**src/core/tasc_pkg.sv**
```systemverilog
// constants, states and carriers of the alert / standby / sensor-fault controller
package tasc_pkg;
  // ----------------------------------------------------------------
  // bus addresses and register map
  // ----------------------------------------------------------------
  localparam logic [6:0] ARA_ADDR       = 7'h0C;
  localparam logic [7:0] ONESHOT_PTR    = 8'h0F;
  localparam logic [7:0] CFG_WR_PTR     = 8'h09;
  localparam int         CFG_SLEEP_PIN_N_BIT   = 6;
  localparam int         STAT_OPEN_BIT  = 2;
  localparam logic [7:0] CFG_RST        = 8'h00;
  localparam logic [7:0] STAT_RST       = 8'h00;
  localparam logic [6:0] DEV_ADDR_RST   = 7'h00;
  localparam logic [3:0] BYTE_BITS      = 4'h8;
  localparam logic [3:0] CNT_RST        = 4'h0;
  localparam logic [3:0] CNT_ONE        = 4'h1;
  localparam logic [3:0] FLAGS_RST      = 4'h0;
  // ----------------------------------------------------------------
  // states
  // ----------------------------------------------------------------
  typedef enum logic [2:0] {
    BUS_IDLE = 3'h0,
    BUS_ADDR = 3'h1,
    BUS_ACKA = 3'h3,
    BUS_WR   = 3'h2,
    BUS_ACKW = 3'h6,
    BUS_RD   = 3'h7,
    BUS_RACK = 3'h5
  } tasc_bus_e;
  typedef enum logic {
    CONV_IDLE = 1'b0,
    CONV_RUN  = 1'b1
  } tasc_conv_e;
  // ----------------------------------------------------------------
  // carriers
  // ----------------------------------------------------------------
  typedef struct packed {
    logic signed [7:0] localHigh;
    logic signed [7:0] localLow;
    logic signed [7:0] remoteHigh;
    logic signed [7:0] remoteLow;
  } tasc_limits_s;
  typedef struct packed {
    logic signed [7:0] localTemp;
    logic signed [7:0] remoteTemp;
  } tasc_meas_s;
endpackage : tasc_pkg

```
**src/core/tasc_ctrl.sv**
```systemverilog
// alert, standby, one-shot and open-diode control with its serial bus slave
`timescale 1ns/1ps
// How it works
// [RL1] the alert pin is pulled low for any limit violation or an open remote diode.
// [RL2] the alert pin only pulls low or floats, so several can share one wired-AND line.
// [RL3] the master reads the alert response address while the shared line is low.
// [RL4] while alerting, the block acknowledges the alert response read and returns its address.
// [RL5] bus arbitration on the returned address lets the lowest address win.
// [RL6] after answering, the alert is released only if its cause is gone.
// [RL7] the master repeats the alert response read until the shared line goes high.
// [RL8] standby is entered when the sleep pin is low or config bit 6 is set.
// [RL9] entering standby aborts a running conversion with no value write.
// [RL10] the bus slave keeps working in both standby forms.
// [RL11] with the sleep pin low no conversion starts, one-shot included.
// [RL12] in software standby any write to 0x0F runs one conversion of both channels.
// [RL13] after the one-shot the block is back in standby and the written byte is dropped.
// [RL14] each conversion start samples the open-diode comparator into status bit 2.
// [RL15] high violation is strictly above the high limit, low strictly below the low limit.
// [RL16] the host writes 0x80 to the remote low limit when that channel is unused.
// [RL17] the alert stays low until it was answered and its cause has cleared.
module tasc_ctrl
  import tasc_pkg::*;
(
  // clock and reset
  input  wire logic         clk,
  input  wire logic         nrst,
  // serial bus pins, open drain
  input  wire logic         sclIn,
  input  wire logic         sdaIn,
  output logic              sdaOut,
  output logic              sdaOeN,
  // alert pin, open drain
  output logic              alertOut,
  output logic              alertOeN,
  // straps, sleep pin and open-diode comparator
  input  wire logic [6:0]   devAddr,
  input  wire logic         sleepPinN,
  input  wire logic         diodeOpen,
  // conversion engine
  input  wire logic         convTick,
  input  wire logic         convDone,
  input  wire tasc_meas_s   meas,
  input  wire tasc_limits_s limits,
  output logic              convStart,
  output logic              convAbort,
  output logic              valueWrite,
  // register file side
  input  wire logic [7:0]   readData,
  output logic [7:0]        regPtr,
  output logic [7:0]        status,
  output logic              standby
);
  // ----------------------------------------------------------------
  // pin synchronisers
  // ----------------------------------------------------------------
  logic sclS1, sclS2, sclS3, sdaS1, sdaS2, sdaS3;
  logic sleepS1, sleepS2, diodeS1, diodeS2;
  always_ff @(posedge clk or negedge nrst)
  begin
    if (!nrst)
    begin
      {sclS1, sclS2, sclS3} <= 3'h7;
      {sdaS1, sdaS2, sdaS3} <= 3'h7;
      {sleepS1, sleepS2}    <= 2'h3;
      {diodeS1, diodeS2}    <= 2'h0;
    end
    else
    begin
      {sclS1, sclS2, sclS3} <= {sclIn, sclS1, sclS2};
      {sdaS1, sdaS2, sdaS3} <= {sdaIn, sdaS1, sdaS2};
      {sleepS1, sleepS2}    <= {sleepPinN, sleepS1};
      {diodeS1, diodeS2}    <= {diodeOpen, diodeS1};
    end
  end
  // strap caught once after release of reset
  logic [6:0] devAddr_q;
  logic       strapTaken_q;
  always_ff @(posedge clk or negedge nrst)
  begin
    if (!nrst)
    begin
      devAddr_q    <= DEV_ADDR_RST;
      strapTaken_q <= 1'b0;
    end
    else if (!strapTaken_q)
    begin
      devAddr_q    <= devAddr;
      strapTaken_q <= 1'b1;
    end
  end
  // ----------------------------------------------------------------
  // bus slave, alive in every standby form
  // ----------------------------------------------------------------
  tasc_bus_e  busSt_q, busSt_d;
  logic [3:0] bitCnt_q;
  logic [7:0] shift_q, tx_q, regPtr_q, cfg_q;
  logic       rw_q, araSel_q, first_q, sdaDrive_q;
  logic       alarm_q;
  wire sclRise   = sclS2 & ~sclS3;
  wire sclFall   = ~sclS2 & sclS3;
  wire startCond = sclS2 & sclS3 & sdaS3 & ~sdaS2;
  wire stopCond  = sclS2 & sclS3 & ~sdaS3 & sdaS2;
  wire byteDone  = (bitCnt_q == BYTE_BITS);
  wire hitMe     = (shift_q[7:1] == devAddr_q);
  wire hitAra    = (shift_q[7:1] == ARA_ADDR) & shift_q[0] & alarm_q; // [RL4]
  wire addrEnd   = (busSt_q == BUS_ADDR) & sclFall & byteDone;
  wire ackaEnd   = (busSt_q == BUS_ACKA) & sclFall;
  wire wrEnd     = (busSt_q == BUS_WR) & sclFall & byteDone;
  wire ackwEnd   = (busSt_q == BUS_ACKW) & sclFall;
  wire rdShift   = (busSt_q == BUS_RD) & sclFall & ~byteDone;
  wire rdEnd     = (busSt_q == BUS_RD) & sclFall & byteDone;
  wire shiftIn   = sclRise & ((busSt_q == BUS_ADDR) | (busSt_q == BUS_WR));
  wire bitCount  = sclRise & ~byteDone & ((busSt_q == BUS_ADDR) | (busSt_q == BUS_WR)
                   | (busSt_q == BUS_RD));
  // released a one but line reads zero: a lower address won
  wire lostArb   = (busSt_q == BUS_RD) & sclRise & ~sdaDrive_q & ~sdaS2; // [RL5]
  wire araDone   = (busSt_q == BUS_RACK) & sclRise & araSel_q;
  wire dataWrite = wrEnd & ~first_q;
  wire [7:0] txLoad = araSel_q ? {devAddr_q, 1'b0} : readData; // [RL4]
  always_comb
  begin
    busSt_d = busSt_q;
    if (stopCond)
      busSt_d = BUS_IDLE;
    else if (startCond)
      busSt_d = BUS_ADDR;
    else
      unique case (busSt_q)
        BUS_IDLE: busSt_d = BUS_IDLE;
        BUS_ADDR: if (addrEnd) busSt_d = (hitMe | hitAra) ? BUS_ACKA : BUS_IDLE;
        BUS_ACKA: if (ackaEnd) busSt_d = rw_q ? BUS_RD : BUS_WR;
        BUS_WR:   if (wrEnd) busSt_d = BUS_ACKW;
        BUS_ACKW: if (ackwEnd) busSt_d = BUS_WR;
        BUS_RD:   if (lostArb) busSt_d = BUS_IDLE;
                  else if (rdEnd) busSt_d = BUS_RACK;
        BUS_RACK: if (sclRise) busSt_d = BUS_IDLE;
        default:  busSt_d = BUS_IDLE;
      endcase
  end
  always_ff @(posedge clk or negedge nrst)
  begin
    if (!nrst)
    begin
      busSt_q    <= BUS_IDLE;
      bitCnt_q   <= CNT_RST;
      shift_q    <= 8'h00;
      tx_q       <= 8'h00;
      rw_q       <= 1'b0;
      araSel_q   <= 1'b0;
      first_q    <= 1'b1;
      sdaDrive_q <= 1'b0;
    end
    else
    begin
      busSt_q <= busSt_d; // [RL10]
      if (startCond | ackaEnd | ackwEnd)
        bitCnt_q <= CNT_RST;
      else if (bitCount)
        bitCnt_q <= bitCnt_q + CNT_ONE;
      if (shiftIn)
        shift_q <= {shift_q[6:0], sdaS2};
      if (addrEnd)
      begin
        rw_q     <= shift_q[0];
        araSel_q <= hitAra & ~hitMe;
      end
      if (startCond)
        first_q <= 1'b1;
      else if (ackwEnd)
        first_q <= 1'b0;
      if (ackaEnd & rw_q)
        tx_q <= txLoad;
      else if (rdShift)
        tx_q <= {tx_q[6:0], 1'b0};
      if (startCond | stopCond | lostArb | rdEnd | ackwEnd | (ackaEnd & ~rw_q))
        sdaDrive_q <= 1'b0;
      else if ((addrEnd & (hitMe | hitAra)) | wrEnd)
        sdaDrive_q <= 1'b1;
      else if (ackaEnd & rw_q)
        sdaDrive_q <= ~txLoad[7];
      else if (rdShift)
        sdaDrive_q <= ~tx_q[6];
    end
  end
  // pointer and configuration writes; one-shot data is never stored
  wire oneShotWr = dataWrite & (regPtr_q == ONESHOT_PTR); // [RL13]
  always_ff @(posedge clk or negedge nrst)
  begin
    if (!nrst)
    begin
      regPtr_q <= 8'h00;
      cfg_q    <= CFG_RST;
    end
    else
    begin
      if (wrEnd & first_q)
        regPtr_q <= shift_q;
      if (dataWrite & (regPtr_q == CFG_WR_PTR))
        cfg_q <= shift_q;
    end
  end
  assign sdaOut = 1'b0;
  assign sdaOeN = ~sdaDrive_q;
  assign regPtr = regPtr_q;
  // ----------------------------------------------------------------
  // standby and conversion sequencing
  // ----------------------------------------------------------------
  tasc_conv_e convSt_q;
  logic       oneShotPend_q, oneShotRun_q, convStart_q, convAbort_q, valueWrite_q;
  wire hwStandby = ~sleepS2;
  wire swStandby = cfg_q[CFG_SLEEP_PIN_N_BIT];
  wire inStandby = hwStandby | swStandby; // [RL8]
  // one-shot only honoured in software standby with the pin high
  wire oneShotReq = oneShotWr & swStandby & ~hwStandby; // [RL12]
  wire running    = (convSt_q == CONV_RUN);
  wire abortNow   = running & (hwStandby | (swStandby & ~oneShotRun_q)); // [RL9]
  wire startNow   = ~running & ~hwStandby
                    & ((convTick & ~swStandby) | oneShotPend_q); // [RL11]
  wire finishNow  = running & convDone & ~abortNow;
  always_ff @(posedge clk or negedge nrst)
  begin
    if (!nrst)
    begin
      convSt_q      <= CONV_IDLE;
      oneShotPend_q <= 1'b0;
      oneShotRun_q  <= 1'b0;
      convStart_q   <= 1'b0;
      convAbort_q   <= 1'b0;
      valueWrite_q  <= 1'b0;
    end
    else
    begin
      convStart_q  <= startNow;
      convAbort_q  <= abortNow;
      valueWrite_q <= finishNow; // [RL9]
      if (startNow)
        convSt_q <= CONV_RUN;
      else if (abortNow | finishNow)
        convSt_q <= CONV_IDLE;
      // request set wins over the clear by its own start
      if (oneShotReq)
        oneShotPend_q <= 1'b1;
      else if (startNow | hwStandby)
        oneShotPend_q <= 1'b0;
      if (startNow)
        oneShotRun_q <= oneShotPend_q; // [RL13]
      else if (abortNow | finishNow)
        oneShotRun_q <= 1'b0;
    end
  end
  assign convStart  = convStart_q;
  assign convAbort  = convAbort_q;
  assign valueWrite = valueWrite_q;
  assign standby    = inStandby;
  // ----------------------------------------------------------------
  // limit compare, open-diode status and alert latch
  // ----------------------------------------------------------------
  logic [3:0] flags_q;
  logic       openFault_q;
  wire [3:0] flagsNew = {meas.localTemp  > limits.localHigh,
                         meas.localTemp  < limits.localLow,
                         meas.remoteTemp > limits.remoteHigh,
                         meas.remoteTemp < limits.remoteLow}; // [RL15]
  wire alarmCond = (|flags_q) | openFault_q; // [RL1]
  always_ff @(posedge clk or negedge nrst)
  begin
    if (!nrst)
    begin
      flags_q     <= FLAGS_RST;
      openFault_q <= 1'b0;
      alarm_q     <= 1'b0;
    end
    else
    begin
      if (finishNow)
        flags_q <= flagsNew;
      if (startNow)
        openFault_q <= diodeS2; // [RL14]
      // a standing cause always wins over the answered release
      if (alarmCond)
        alarm_q <= 1'b1; // [RL1]
      else if (araDone)
        alarm_q <= 1'b0; // [RL6] [RL17]
    end
  end
  assign status   = STAT_RST | ({7'h00, openFault_q} << STAT_OPEN_BIT);
  // only ever pulls low; high level comes from the shared pull-up
  assign alertOut = 1'b0; // [RL2]
  assign alertOeN = ~alarm_q; // [RL2]
  // ----------------------------------------------------------------
  // checks
  // ----------------------------------------------------------------
  alert_raise_a: assert property (@(posedge clk) disable iff (!nrst) // [RL1]
    alarmCond |=> !alertOeN) else $error("alert not raised for a standing cause");
  alert_fall_a: assert property (@(posedge clk) disable iff (!nrst) // [RL2]
    $fell(alertOeN) |-> $past(alarmCond) && alertOut == 1'b0)
    else $error("alert pulled without cause");
  ara_ack_a: assert property (@(posedge clk) disable iff (!nrst) // [RL4]
    (busSt_q == BUS_ACKA && araSel_q) |-> alarm_q && sdaDrive_q)
    else $error("alert response acked while not alerting");
  arb_lost_a: assert property (@(posedge clk) disable iff (!nrst) // [RL5]
    lostArb |=> busSt_q == BUS_IDLE && !sdaDrive_q)
    else $error("bus not released after lost arbitration");
  alert_rel_a: assert property (@(posedge clk) disable iff (!nrst) // [RL6]
    $rose(alertOeN) |-> $past(araDone) && !$past(alarmCond))
    else $error("alert released without answer or with cause");
  abort_conv_a: assert property (@(posedge clk) disable iff (!nrst) // [RL9]
    (running && hwStandby) |=> !running ##1 !valueWrite)
    else $error("conversion not aborted on standby");
  sleep_noconv_a: assert property (@(posedge clk) disable iff (!nrst) // [RL11]
    $past(hwStandby) |-> !convStart)
    else $error("conversion started while sleep pin low");
  oneshot_run_a: assert property (@(posedge clk) disable iff (!nrst) // [RL12]
    (oneShotReq && !running && !hwStandby) |-> ##[1:2] convStart)
    else $error("one-shot write did not start a conversion");
  fault_samp_a: assert property (@(posedge clk) disable iff (!nrst) // [RL14]
    (startNow && diodeS2) |=> status[STAT_OPEN_BIT])
    else $error("open diode not flagged at conversion start");
  high_cmp_a: assert property (@(posedge clk) disable iff (!nrst) // [RL15]
    (finishNow && meas.localTemp == limits.localHigh) |=> !flags_q[3])
    else $error("high limit equal reading flagged");
endmodule : tasc_ctrl

```
**config.mk**
```make
export PLATFORM = sky130hd
export DESIGN_NAME = tasc_ctrl
export DESIGN_NICKNAME = d
export VERILOG_FILES = /design/src/core/tasc_pkg.sv /design/src/core/tasc_ctrl.sv
export SDC_FILE = /design/constraint.sdc
export NUM_CORES = 1
export LEC_CHECK = 0
export ABC_AREA = 1
export BUFFER_PORTS_ARGS = -buffer_cell sky130_fd_sc_hd__buf_2
export CAP_MARGIN = 5
export CORE_UTILIZATION = 40
export CTS_CLUSTER_SIZE = 25
export DETAILED_ROUTE_END_ITERATION = 10
export PLACE_DENSITY_LB_ADDON = 0.3
export RECOVER_POWER = 100
export SKIP_CTS_REPAIR_TIMING = 1
export SYNTH_ARGS = -nofsm -noshare
export SYNTH_HDL_FRONTEND = slang
export SYNTH_SLANG_ARGS = --single-unit
```
**constraint.sdc**
```tcl
create_clock -name clk -period 3 [get_ports clk]
set_input_delay 0.45 -clock clk [delete_from_list [all_inputs] [get_ports clk]]
set_output_delay 0.45 -clock clk [all_outputs]
set_load 0.1 [all_outputs]
```
Word-level counts from Yosys, hierarchy flattened. Cells that the tools add are included.

Flip-flop bits (word level): 71.

Equality and inequality tests: 17. $lt $le $gt $ge: 4. Bitwise gates (word level): 77. $add $sub $neg: 1. Reduce and logical (&&, ||, !) cells: 9. Multiplexer cells: 30.

Operators by type and width (count): $and 1x1->1 (43); $mux 3 (10); $ne 4x4->1 const B (5); $pmux 3 s6 (1); $not 1->1 (17); $or 1x1->1 (17); $eq 8x4->1 const B (2); $gt 8x8->1 (2); $lt 8x8->1 (2); $mux 7 (2); $mux 1 (13); $reduce_bool 2->1 (6); $eq 3x3->1 const B (3); $mux 4 (2); $mux 8 (1); $eq 7x4->1 const B (1); $eq 7x7->1 (1); $eq 3x2->1 const B (2); $reduce_and 6->1 (1); $ne 5x5->1 const B (1); $add 4x1->4 const B (1); $eq 4x4->1 const B (1); $reduce_bool 4->1 (1); $reduce_or 4->1 (1); 2 further kinds (2).

Logic depth before layout (Yosys ltp). Gate-level depths: netlist of the first run.

Depth in word-level cells: 10. Mapped depth: 12. Mapped depth without buffers: 12.

Worst setup path before layout of the first run. Ideal clock, no wire load.

Path type: register to register. Start point: register regPtr_q[3] (netlist: regPtr[3]). End point: register cfg_q[6]. Setup slack: 1.307 ns. Data arrival time: 1.611 ns. Stages on the path, launching flop included: 5. Path buffers: 0. Library setup time: 0.082 ns. Required time: 2.918 ns. Clock period less this slack: 1.693 ns. Path through: dfrtp_1 -> nand2_1 -> nor4_1 -> a21oi_1 -> a31oi_1.

Longest elaborated chain between the ends: 2.

Ends and longest elaborated chain: start, declared (RTL line tasc_ctrl.sv:96) `logic [7:0] shift_q, tx_q, regPtr_q, cfg_q;`; start signal, assigned (RTL line tasc_ctrl.sv:197) `regPtr_q <= shift_q;`; $eq 8x4->1 (RTL line tasc_ctrl.sv:198) `if (dataWrite & (regPtr_q == CFG_WR_PTR))`; $and 1x1->1 (RTL line tasc_ctrl.sv:198); end signal, assigned (RTL line tasc_ctrl.sv:199) `cfg_q <= shift_q;`; end, declared (RTL line tasc_ctrl.sv:96).

Every way passes these cells. A chain may end at the register's enable or synchronous reset.

Worst setup path after layout of the first run.
Start point: register sdaDrive_q. End point: output sdaOeN.

Longest elaborated chain between the ends: 1.

Ends and longest elaborated chain: start, declared (RTL line tasc_ctrl.sv:97) `logic rw_q, araSel_q, first_q, sdaDrive_q;`; start signal, assigned (RTL line tasc_ctrl.sv:180) `sdaDrive_q <= ~txLoad[7];`; start signal, assigned (RTL line tasc_ctrl.sv:182) `sdaDrive_q <= ~tx_q[6];`; $not 1->1 (RTL line tasc_ctrl.sv:203) `assign sdaOeN = ~sdaDrive_q;`; end, declared (RTL line tasc_ctrl.sv:31) `output logic sdaOeN,`.

Every way passes these cells.

==> results of run 1 <==
state kept, by name, indices dropped and copies added, names as in the netlist, 3 cells and up:
signal / cells
regPtr: 8
busSt_q: 3
tx_q: 7
bitCnt_q: 4
flags_q: 4
shift_q: 8
devAddr_q: 7
path summary, 6_finish.rpt:
| path | from | end | slack [ns] | cells after the start |
|---|---|---|---|---|
| max | sdaDrive_q | sdaOeN | 0.78 | 2 |
| min | sdaIn | sdaS1 | 0.19 | 1 |
| max reg2reg | busSt_q[1] | bitCnt_q[2] | 0.84 | 7 |
| min reg2reg | sclS1 | sclS2 | 0.35 | 0 |
| max in group asynchronous | nrst | devAddr_q[4] | 1.35 | 1 |
| min in group asynchronous | nrst | devAddr_q[5] | 0.59 | 1 |
layout by cell type, fill, tap and decap left out, types with 2 or more instances in the layout:
cell type  instances
o21ai_1            2
clkbuf_8          10
nand3_1           21
o211ai_1           7
a211oi_1           3
nor2_1            26
nand2_2            2
bufinv_16          2
mux2_2             2
nor3_1             8
nand3_2            3
inv_1             83
dfstp_2            7
clkbuf_1          16
nor4_1             2
a21oi_1           24
dfstp_1            2
a31oi_1            3
conb_1            10
o21ai_0           35
nand3b_1           4
nand4_1            3
xor2_1             3
dfrtp_1           56
o21a_1             2
ha_1              32
nand2_1          136
buf_2             69
synthesized netlist by cell type, drive strengths merged:
library cell	number	share of area, %
a21boi	1	0.19
o311ai	1	0.22
o21a	2	0.38
dfstp	9	6.1
nor3	9	1.3
o211ai	7	1.3
nand2	138	14
clkbuf	1	0.096
o21ai	38	5.0
nor2	27	2.8
mux2	2	0.58
nand4	3	0.48
ha	32	10
a31oi	3	0.48
buf	14	2.6
conb	2	0.19
nand3b	4	0.77
nor4	2	0.32
a21oi	24	3.4
a211oi	3	0.58
nand3	24	3.8
or3b	1	0.22
xnor2	1	0.22
dfrtp	56	36
nor3b	1	0.32
clkinv	1	0.096
xor2	3	0.67
inv	84	8.1
power by group through the flow:
stage               sequential, mW  clock [mW]  combinational [mW]
floorplan                     1.05           0               0.302
global placement              1.02           0               0.451
detailed placement            1.02           0               0.465
CTS                           1.00       0.874               0.466
global route                  1.01       0.913               0.512
finish                        1.00       0.855               0.455
cells by family (layout without fill, tap and decap cells):
family / after synthesis / count (layout) / share of synthesized area (%)
compound gates: 79 / 79 / 11.54
xor+xnor: 4 / 4 / 0.8976
buf+inv: 100 / 187 / 10.90
other cells: 2 / 10 / 0.1924
simple gates: 209 / 209 / 23.69
fa+ha+maj: 32 / 32 / 10.26
flops: 65 / 65 / 41.96
mux: 2 / 2 / 0.5769
layout make-up:
cell class / instances / share of cell area, %
clock buffers: 10 / 2.995
clock inverters: 6 / 1.960
inverters: 85 / 6.943
multi-input cells: 336 / 39.70
flip-flops and latches: 65 / 35.64
well taps: 129 / 3.512
repair buffers: 86 / 9.257
metrics by stage:
step	std cells	hold WS [ns]
2_1_floorplan	501	0.1544
3_3_place_gp	701	0.3324
3_5_place_dp	701	0.3379
4_1_cts	717	0.1673
5_1_grt	717	0.1603
6_report	717	0.1858
critical path: cells and delay by family (launching register included):
kind,cells,cell delay [ns]
DFF,1,0.37
buffers and inverters,2,1.05
routing by layer:
metal | global-route usage [%] | vias to the layer above | share of wire [%]
met2 | 32.61 | 82 | 47
met4 | 6.912 | 0 | 1.8
met5 | 0 | - | 0
li1 | - | 1736 | -
met1 | 22.56 | 1524 | 45
met3 | 5.756 | 11 | 5.8
==> flow_summary.ini, run 1 <==
[critical_path]
crit_fanout = 4
crit_required_ns = 2.55
cp-start-kind = flip-flop
slowest_stage = clkbuf_1
cp_cell_sequence = inv_1 > clkbuf_1
worstSetupEndpointType = primary output
max_stage_delay_ns = 0.90
arrival_ns = 1.77
critPathKind = reg -> out

[die]
die_area_um2 = 10160
start_util_pct = 41.85
rows = 35
fp.dieW_um = 100.8
ios = 95
core_um2 = 9328
die-height_um = 100.8

[routing]
wl_um = 8729
dr.pass1.iters = 4
avgRoutedWirePerCell_um = 12.17
drt_iter0_markers = 110
ant_nets = 0
drcViolationCount = 0
vias_per_cell = 4.676
vias = 3353

[clocking]
tritoncts = yes
clk_pin_slew_worst_paths_ns = 0.08
cts-root-buf = clkbuf_8
cts_buffer_depth = 2
clock_sinks = 65
h-tree-depth = 3
insertion_delay_ns = 0.35
cts_buffers = 9

[outcome]
outcome = finished with violations
violations = capacitance limit, slew limit

[power_and_ir_drop]
p_comb_share_pct = 19.7
powerDensity_nw_per_um2 = 502.6
power_frac_clock_pct = 37.0
ir_drop_v = 0.0002162
finalPower_mw = 2.310
power_switching_mw = 0.7346
seqPwrFrac_pct = 43.3
p_int_mw = 1.575
swShare_pct = 31.80
p_leak_nw = 2.483

[timing]
tns_ns = 0
layout_setup_ws_ns = 0.7843
fmax_mhz = 451.3
period_needed_ns = 2.216
rsz0062_at_grt = no
worst_pin_slew_ns = 1.833
clock_skew_ns = 0.01371
drv_slew = 32
hold_viol = 0
post-route-period-util_pct = 73.86
finalSetupViolations = 0
relSlewSlack_pct = -22.22

[final_layout]
multi_input_area_um2 = 1824
final_util_pct = 49.27
area_growth_pct = 17.72
antenna_cells = 0
fill_cells = 946
drive_gt1_share_pct = 17.69
seq_area_um2 = 1638
nets = 686
final_area_um2 = 4596

[global_routing]
globalRouteOverflowTotal = 0
grt_pass1_wl_um = 15030
grt_antenna_before_repair = 0
first_global_vias = 3441
grt_max_degree = 35
track_usage_pct = 19.03

[placement]
dp_hpwl_um = 6885
port_buffers = 85
post-place-ws_ns = 1.346
placed_cell_area_um2 = 4434
place_congestion = 0.8505

[yosys]
ys_warn_count = 0
ys_seq_area_share_pct = 41.96
synth_cell_types = 39
post_synth_instance_area_um2 = 3904
synth-seq-cells = 65
synth_cells = 493
syn_avg_cell_area_um2 = 7.918

[flow_run]
cap_viol_max_count = 1

[worst_hold_path]
hold_path.class = in -> reg
(Power assumes the default switching activity.)
==> run 2: changes to the inputs <==
==> constraint.sdc (replaced) <==
create_clock -name clk -period 2.08 [get_ports clk]
set_input_delay 0.312 -clock clk [delete_from_list [all_inputs] [get_ports clk]]
set_output_delay 0.312 -clock clk [all_outputs]
set_load 0.1 [all_outputs]
==> run 2 against run 1 <==
  * The run now ends clean
  * Sequential power increased by 44%
  * Critical path depth grew 4
  * Routed wire length decreased by 4.4%
  * Die area did not move
  * Cell area increased by 0.19%
  * Setup slack worse by 0.46 ns
  * Sequential cell count stayed put
  * Register-to-register slack lost 0.52 ns
  * Global-route usage shrank 0.90 points
  * Largest cell class unchanged
  * Largest power group unchanged
  * Highest routed layer unchanged
==> flow_summary.ini, run 2 (synthesis gave the netlist of run 1 again) <==
[clocking]
clock_sinks = 65
h-tree-depth = 3
cts_buffer_depth = 2
cts_buffers = 9
clk_pin_slew_worst_paths_ns = 0.07
insertion_delay_ns = 0.34
cts-root-buf = clkbuf_8
tritoncts = yes

[worst_hold_path]
hold_path.class = in -> reg
whs_path_depth = 1
worstHoldStart = sdaIn
hold_end = sdaS1

[critical_path]
cp_cell_sequence = inv_1 > nand3_1 > a21oi_1 > clkbuf_1 > nand2_1 > o21ai_0
slowest_stage = dfrtp_1
crit_fanout = 16
cp-start-kind = flip-flop
crit_required_ns = 2.34
critPathTopFamily = buffers and inverters
max_stage_delay_ns = 0.48
reg2reg_depth = 6
critPathKind = reg -> reg
worst-path-buf-inv = 2
rrSetupSlack_ns = 0.32
worstSetupEndpointType = flip-flop
arrival_ns = 2.02
reg2reg_from = busSt_q[1]
r2r_end = shift_q[1]
cp_num_cells = 6

[routing]
vias = 3365
wl_um = 8348
drt_iter0_markers = 125
vias_per_cell = 4.680
ant_nets = 0
avgRoutedWirePerCell_um = 11.61
dr.pass1.iters = 4
drcViolationCount = 0

[power_and_ir_drop]
swShare_pct = 31.60
ir_drop_v = 0.0003724
power_frac_clock_pct = 34.2
seqPwrFrac_pct = 45.2
p_leak_nw = 2.533
power_switching_mw = 1.007
p_int_mw = 2.180
p_comb_share_pct = 20.6
powerDensity_nw_per_um2 = 692.2

[global_routing]
grt_pass1_wl_um = 14550
track_usage_pct = 18.14
globalRouteOverflowTotal = 0
first_global_vias = 3282
grt_max_degree = 66
grt_antenna_before_repair = 0

[die]
rows = 35
ios = 95
die_area_um2 = 10160
start_util_pct = 41.85
die-height_um = 100.8
core_um2 = 9328
fp.dieW_um = 100.8

[final_layout]
layout_common_cells = nand2_1 (134), inv_1 (81), buf_2 (70), dfrtp_1 (56), o21ai_0 (36)
area_growth_pct = 17.95
layout_commonest_cell = nand2_1
drive_gt1_share_pct = 21.19
fill_cells = 946
nets = 688
antenna_cells = 0

[timing]
fmax_mhz = 568.5
rsz0062_at_grt = no
tns_ns = 0
finalSetupViolations = 0
clock_skew_ns = 0.01179
period_needed_ns = 1.759
post-route-period-util_pct = 84.57
layout_setup_ws_ns = 0.3210
hold_viol = 0
worst_pin_slew_ns = 0.8498
relSlewSlack_pct = 43.35
drv_slew = 0

[placement]
place_congestion = 0.9224
dp_hpwl_um = 6625
post-place-ws_ns = 0.4619
port_buffers = 85

[flow_run]
cap_viol_max_count = 0

[outcome]
outcome = finished clean
-- run 2: area by class of cell --
cell class                      instances  area (µm²)  share of cell area (%)
Sequential cell                        65        1638                   35.57
Clock buffer                           11       151.4                   3.288
Inverter                               85       319.1                   6.929
Tap cell                              129       161.4                   3.505
Multi-Input combinational cell        336        1834                   39.84
Timing Repair Buffer                   88       446.7                   9.701
Clock inverter                          5       53.80                   1.168
-- run 2: metrics by stage --
stage / instance area, µm² / instances / total power [mW] / hold WS, ns / util [%]
after floorplan: 3934 / 501 / 1.954 / 0.01641 / -
after global placement: 4442 / 702 / 2.115 / 0.3316 / 47.62
after detailed placement: 4442 / 702 / 2.132 / 0.3364 / 47.62
after CTS: 4647 / 718 / 3.234 / -0.02615 / 49.82
after global routing: 4604 / 719 / 3.368 / 0.03905 / 49.36
final: 4604 / 719 / 3.187 / 0.05976 / 49.36
-- run 2: worst max-delay path by stage --
stage	from	to	slack, ns
detailed placement	bitCnt_q[0]	busSt_q[0]	0.46
global placement	bitCnt_q[0]	cfg_q[6]	0.48
finish	busSt_q[1]	shift_q[1]	0.32
floorplan	regPtr[3]	cfg_q[6]	0.39
global route	bitCnt_q[0]	busSt_q[0]	0.13
CTS	bitCnt_q[0]	cfg_q[6]	0.43
-- run 2: power by group through the flow --
| stage | Sequential [mW] | Clock, mW | Combinational [mW] |
|---|---|---|---|
| 6_report | 1.44 | 1.09 | 0.657 |
| 5_1_grt | 1.46 | 1.17 | 0.741 |
| 4_1_cts | 1.44 | 1.12 | 0.669 |
| 3_5_place_dp | 1.47 | 0 | 0.664 |
| 3_3_place_gp | 1.46 | 0 | 0.651 |
| 2_1_floorplan | 1.52 | 0 | 0.435 |
-- run 2: layer usage --
metal	GRT usage, %	vias to the layer above	routed length [µm]	share of wire, %
li1	-	1741	-	-
met1	22.72	1509	3831	46
met2	29.40	99	3855	46
met3	5.340	16	516	6.2
met4	7.246	0	144	1.7
met5	0	-	0	0
==> run 3: changes to the inputs <==
--- a/config.mk
+++ b/config.mk
@@ -5,7 +5,7 @@
 export SDC_FILE = /design/constraint.sdc
 export NUM_CORES = 1
 export LEC_CHECK = 0
-export ABC_AREA = 1
+export ABC_AREA = 0
 export BUFFER_PORTS_ARGS = -buffer_cell sky130_fd_sc_hd__buf_2
 export CAP_MARGIN = 5
 export CORE_UTILIZATION = 40
==> constraint.sdc (replaced) <==
create_clock -name clk -period 1.5 [get_ports clk]
set_input_delay 0.225 -clock clk [delete_from_list [all_inputs] [get_ports clk]]
set_output_delay 0.225 -clock clk [all_outputs]
set_load 0.1 [all_outputs]
==> run 3 against run 2 <==
  * The run now ends with setup timing left
  * Critical path type unchanged
  * Non-clock buffer count grew 85
  * Register-to-register slack lost 0.60 ns
  * Clock-buffer cell count is the same
  * Die area grew 0.76%
  * Utilization grew 11 points
  * Cell area grew 24%
  * Clock power grew 57%
  * Critical path depth grew 2
  * Maximum frequency shrank 0.99%
==> flow_summary.ini, run 3 <==
[outcome]
outcome = finished with violations
violations = setup timing

[clocking]
insertion_delay_ns = 0.33
clock_sinks = 65
tritoncts = yes
cts_buffers = 9
clk_pin_slew_worst_paths_ns = 0.07
cts_buffer_depth = 2
h-tree-depth = 3
cts-root-buf = clkbuf_8

[final_layout]
nets = 661
layout_common_cells = buf_2 (73), buf_4 (63), dfrtp_1 (50), inv_1 (46), ha_1 (31)
layout_commonest_cell = buf_2
seq_area_um2 = 1645
multi_input_area_um2 = 2316
drive_gt1_share_pct = 46.18
area_growth_pct = 44.56
final_area_um2 = 5687
antenna_cells = 0
fill_cells = 801

[yosys]
post_synth_instance_area_um2 = 3934
netlist_top_cells_count = dfrtp_1 (56), inv_1 (46), ha_1 (32)
synth_top_area_share_pct = 35.62
netlist_top_cells_area = dfrtp_1 (36%), ha_1 (10%), mux2_2 (7.2%), dfstp_2 (6.0%), inv_1 (4.4%)
synth_cells = 386
synth_cell_types = 62
synth-edff-count = 0
synth_flop_cell = dfrtp_1
ys_seq_area_share_pct = 41.63
yosysTopAreaCell = dfrtp_1
ys_warn_count = 0
async_reset_ff_share_pct = 100.0
syn_avg_cell_area_um2 = 10.19
synth-seq-cells = 65
yosysMostFrequentCell = dfrtp_1

[routing]
wl_um = 9869
dr.pass1.iters = 4
vias_per_cell = 4.897
avgRoutedWirePerCell_um = 14.26
drt_iter0_markers = 100
drcViolationCount = 0
ant_nets = 0
vias = 3389

[timing]
clock_skew_ns = 0.006560
post-route-period-util_pct = 118.4
layout_setup_ws_ns = -0.2765
worst_pin_slew_ns = 0.7297
tns_ns = -5.340
drv_slew = 0
hold_viol = 0
rsz0062_at_grt = yes
fmax_mhz = 562.9
finalSetupViolations = 34
relSlewSlack_pct = 51.35
period_needed_ns = 1.776

[critical_path]
arrival_ns = 2.04
crit_fanout = 5
critPathKind = reg -> reg
crit_required_ns = 1.76
cp-start-kind = flip-flop
worstSetupEndpointType = flip-flop
rrSetupSlack_ns = -0.28

[global_routing]
globalRouteOverflowTotal = 0
track_usage_pct = 19.55
first_global_vias = 3409
grt_max_degree = 40
grt_antenna_before_repair = 0
grt_pass1_wl_um = 15680

[placement]
port_buffers = 85
place_congestion = 0.8930
dp_hpwl_um = 7344
placed_cell_area_um2 = 4996
post-place-ws_ns = -0.2232

[worst_hold_path]
hold_path.class = in -> reg

[power_and_ir_drop]
powerDensity_nw_per_um2 = 775.3
p_leak_nw = 2.813
ir_drop_v = 0.0005457

[die]
fp.dieW_um = 101.2
die-height_um = 101.2
rows = 35
start_util_pct = 41.98
die_area_um2 = 10240
core_um2 = 9371
ios = 95

[flow_run]
cap_viol_max_count = 0
-- run 3: worst paths after layout --
check,to,cells past startpoint,from
hold / removal,convSt_q,2,convDone
setup reg to reg,sdaDrive_q,8,bitCnt_q[1]
hold reg to reg,sleepS2,0,sleepS1
max in group asynchronous,busSt_q[1],3,nrst
setup / recovery,sdaDrive_q,8,bitCnt_q[1]
min in group asynchronous,shift_q[2],2,nrst
-- run 3: metrics by stage --
step | cells | power [mW] | utilization, % | hold WS [ns]
floorplan | 394 | 2.414 | - | -0.07059
global placement | 656 | 2.675 | 53.31 | 0.1455
detailed placement | 656 | 2.701 | 53.31 | 0.1451
CTS | 672 | 4.419 | 55.83 | -0.2254
global route | 692 | 4.629 | 60.68 | 0.1064
finish | 692 | 4.409 | 60.68 | 0.1113
-- run 3: layout make-up --
cell class / instances / share of cell area [%]
clock buffers: 11 / 2.662
multi-input cells: 263 / 40.73
repair buffers: 173 / 20.31
flip-flops and latches: 65 / 28.93
well taps: 129 / 2.838
clock inverters: 5 / 1.496
inverters: 46 / 3.036
-- run 3: cell families after synthesis --
group	share of synthesized area [%]
AO/OA/AOI/OAI	12.31
multiplexers	9.447
XOR/XNOR	2.672
AND/OR/NAND/NOR	15.24
adder cells (fa/ha/maj)	10.18
buffers and inverters	8.333
flip-flops	41.63
other	0.1909
-- run 3: layer usage --
metal | wire [µm] | part of all wire [%] | vias up | global-route usage (%)
met1 | 4357 | 44 | 1621 | 25.37
met4 | 133 | 1.3 | 0 | 6.243
met2 | 5056 | 51 | 73 | 32.91
met5 | 0 | 0 | - | 0
li1 | - | - | 1685 | -
met3 | 321 | 3.3 | 10 | 3.865
-- run 3: worst max-delay path, cell delays in order, from the launching register on --
cell and delay, ns:
dfrtp_1 0.36, inv_1 0.05, ha_2 0.15, and3b_2 0.20, buf_6 0.13, nor3_4 0.27, nor2_2 0.10, a221o_1 0.32
a21oi_2 0.11
-- run 3: power breakdown --
group | switching [mW] | internal, mW
sequential | 0.0620 | 1.85
combinational | 0.456 | 0.328
clock | 0.678 | 1.04
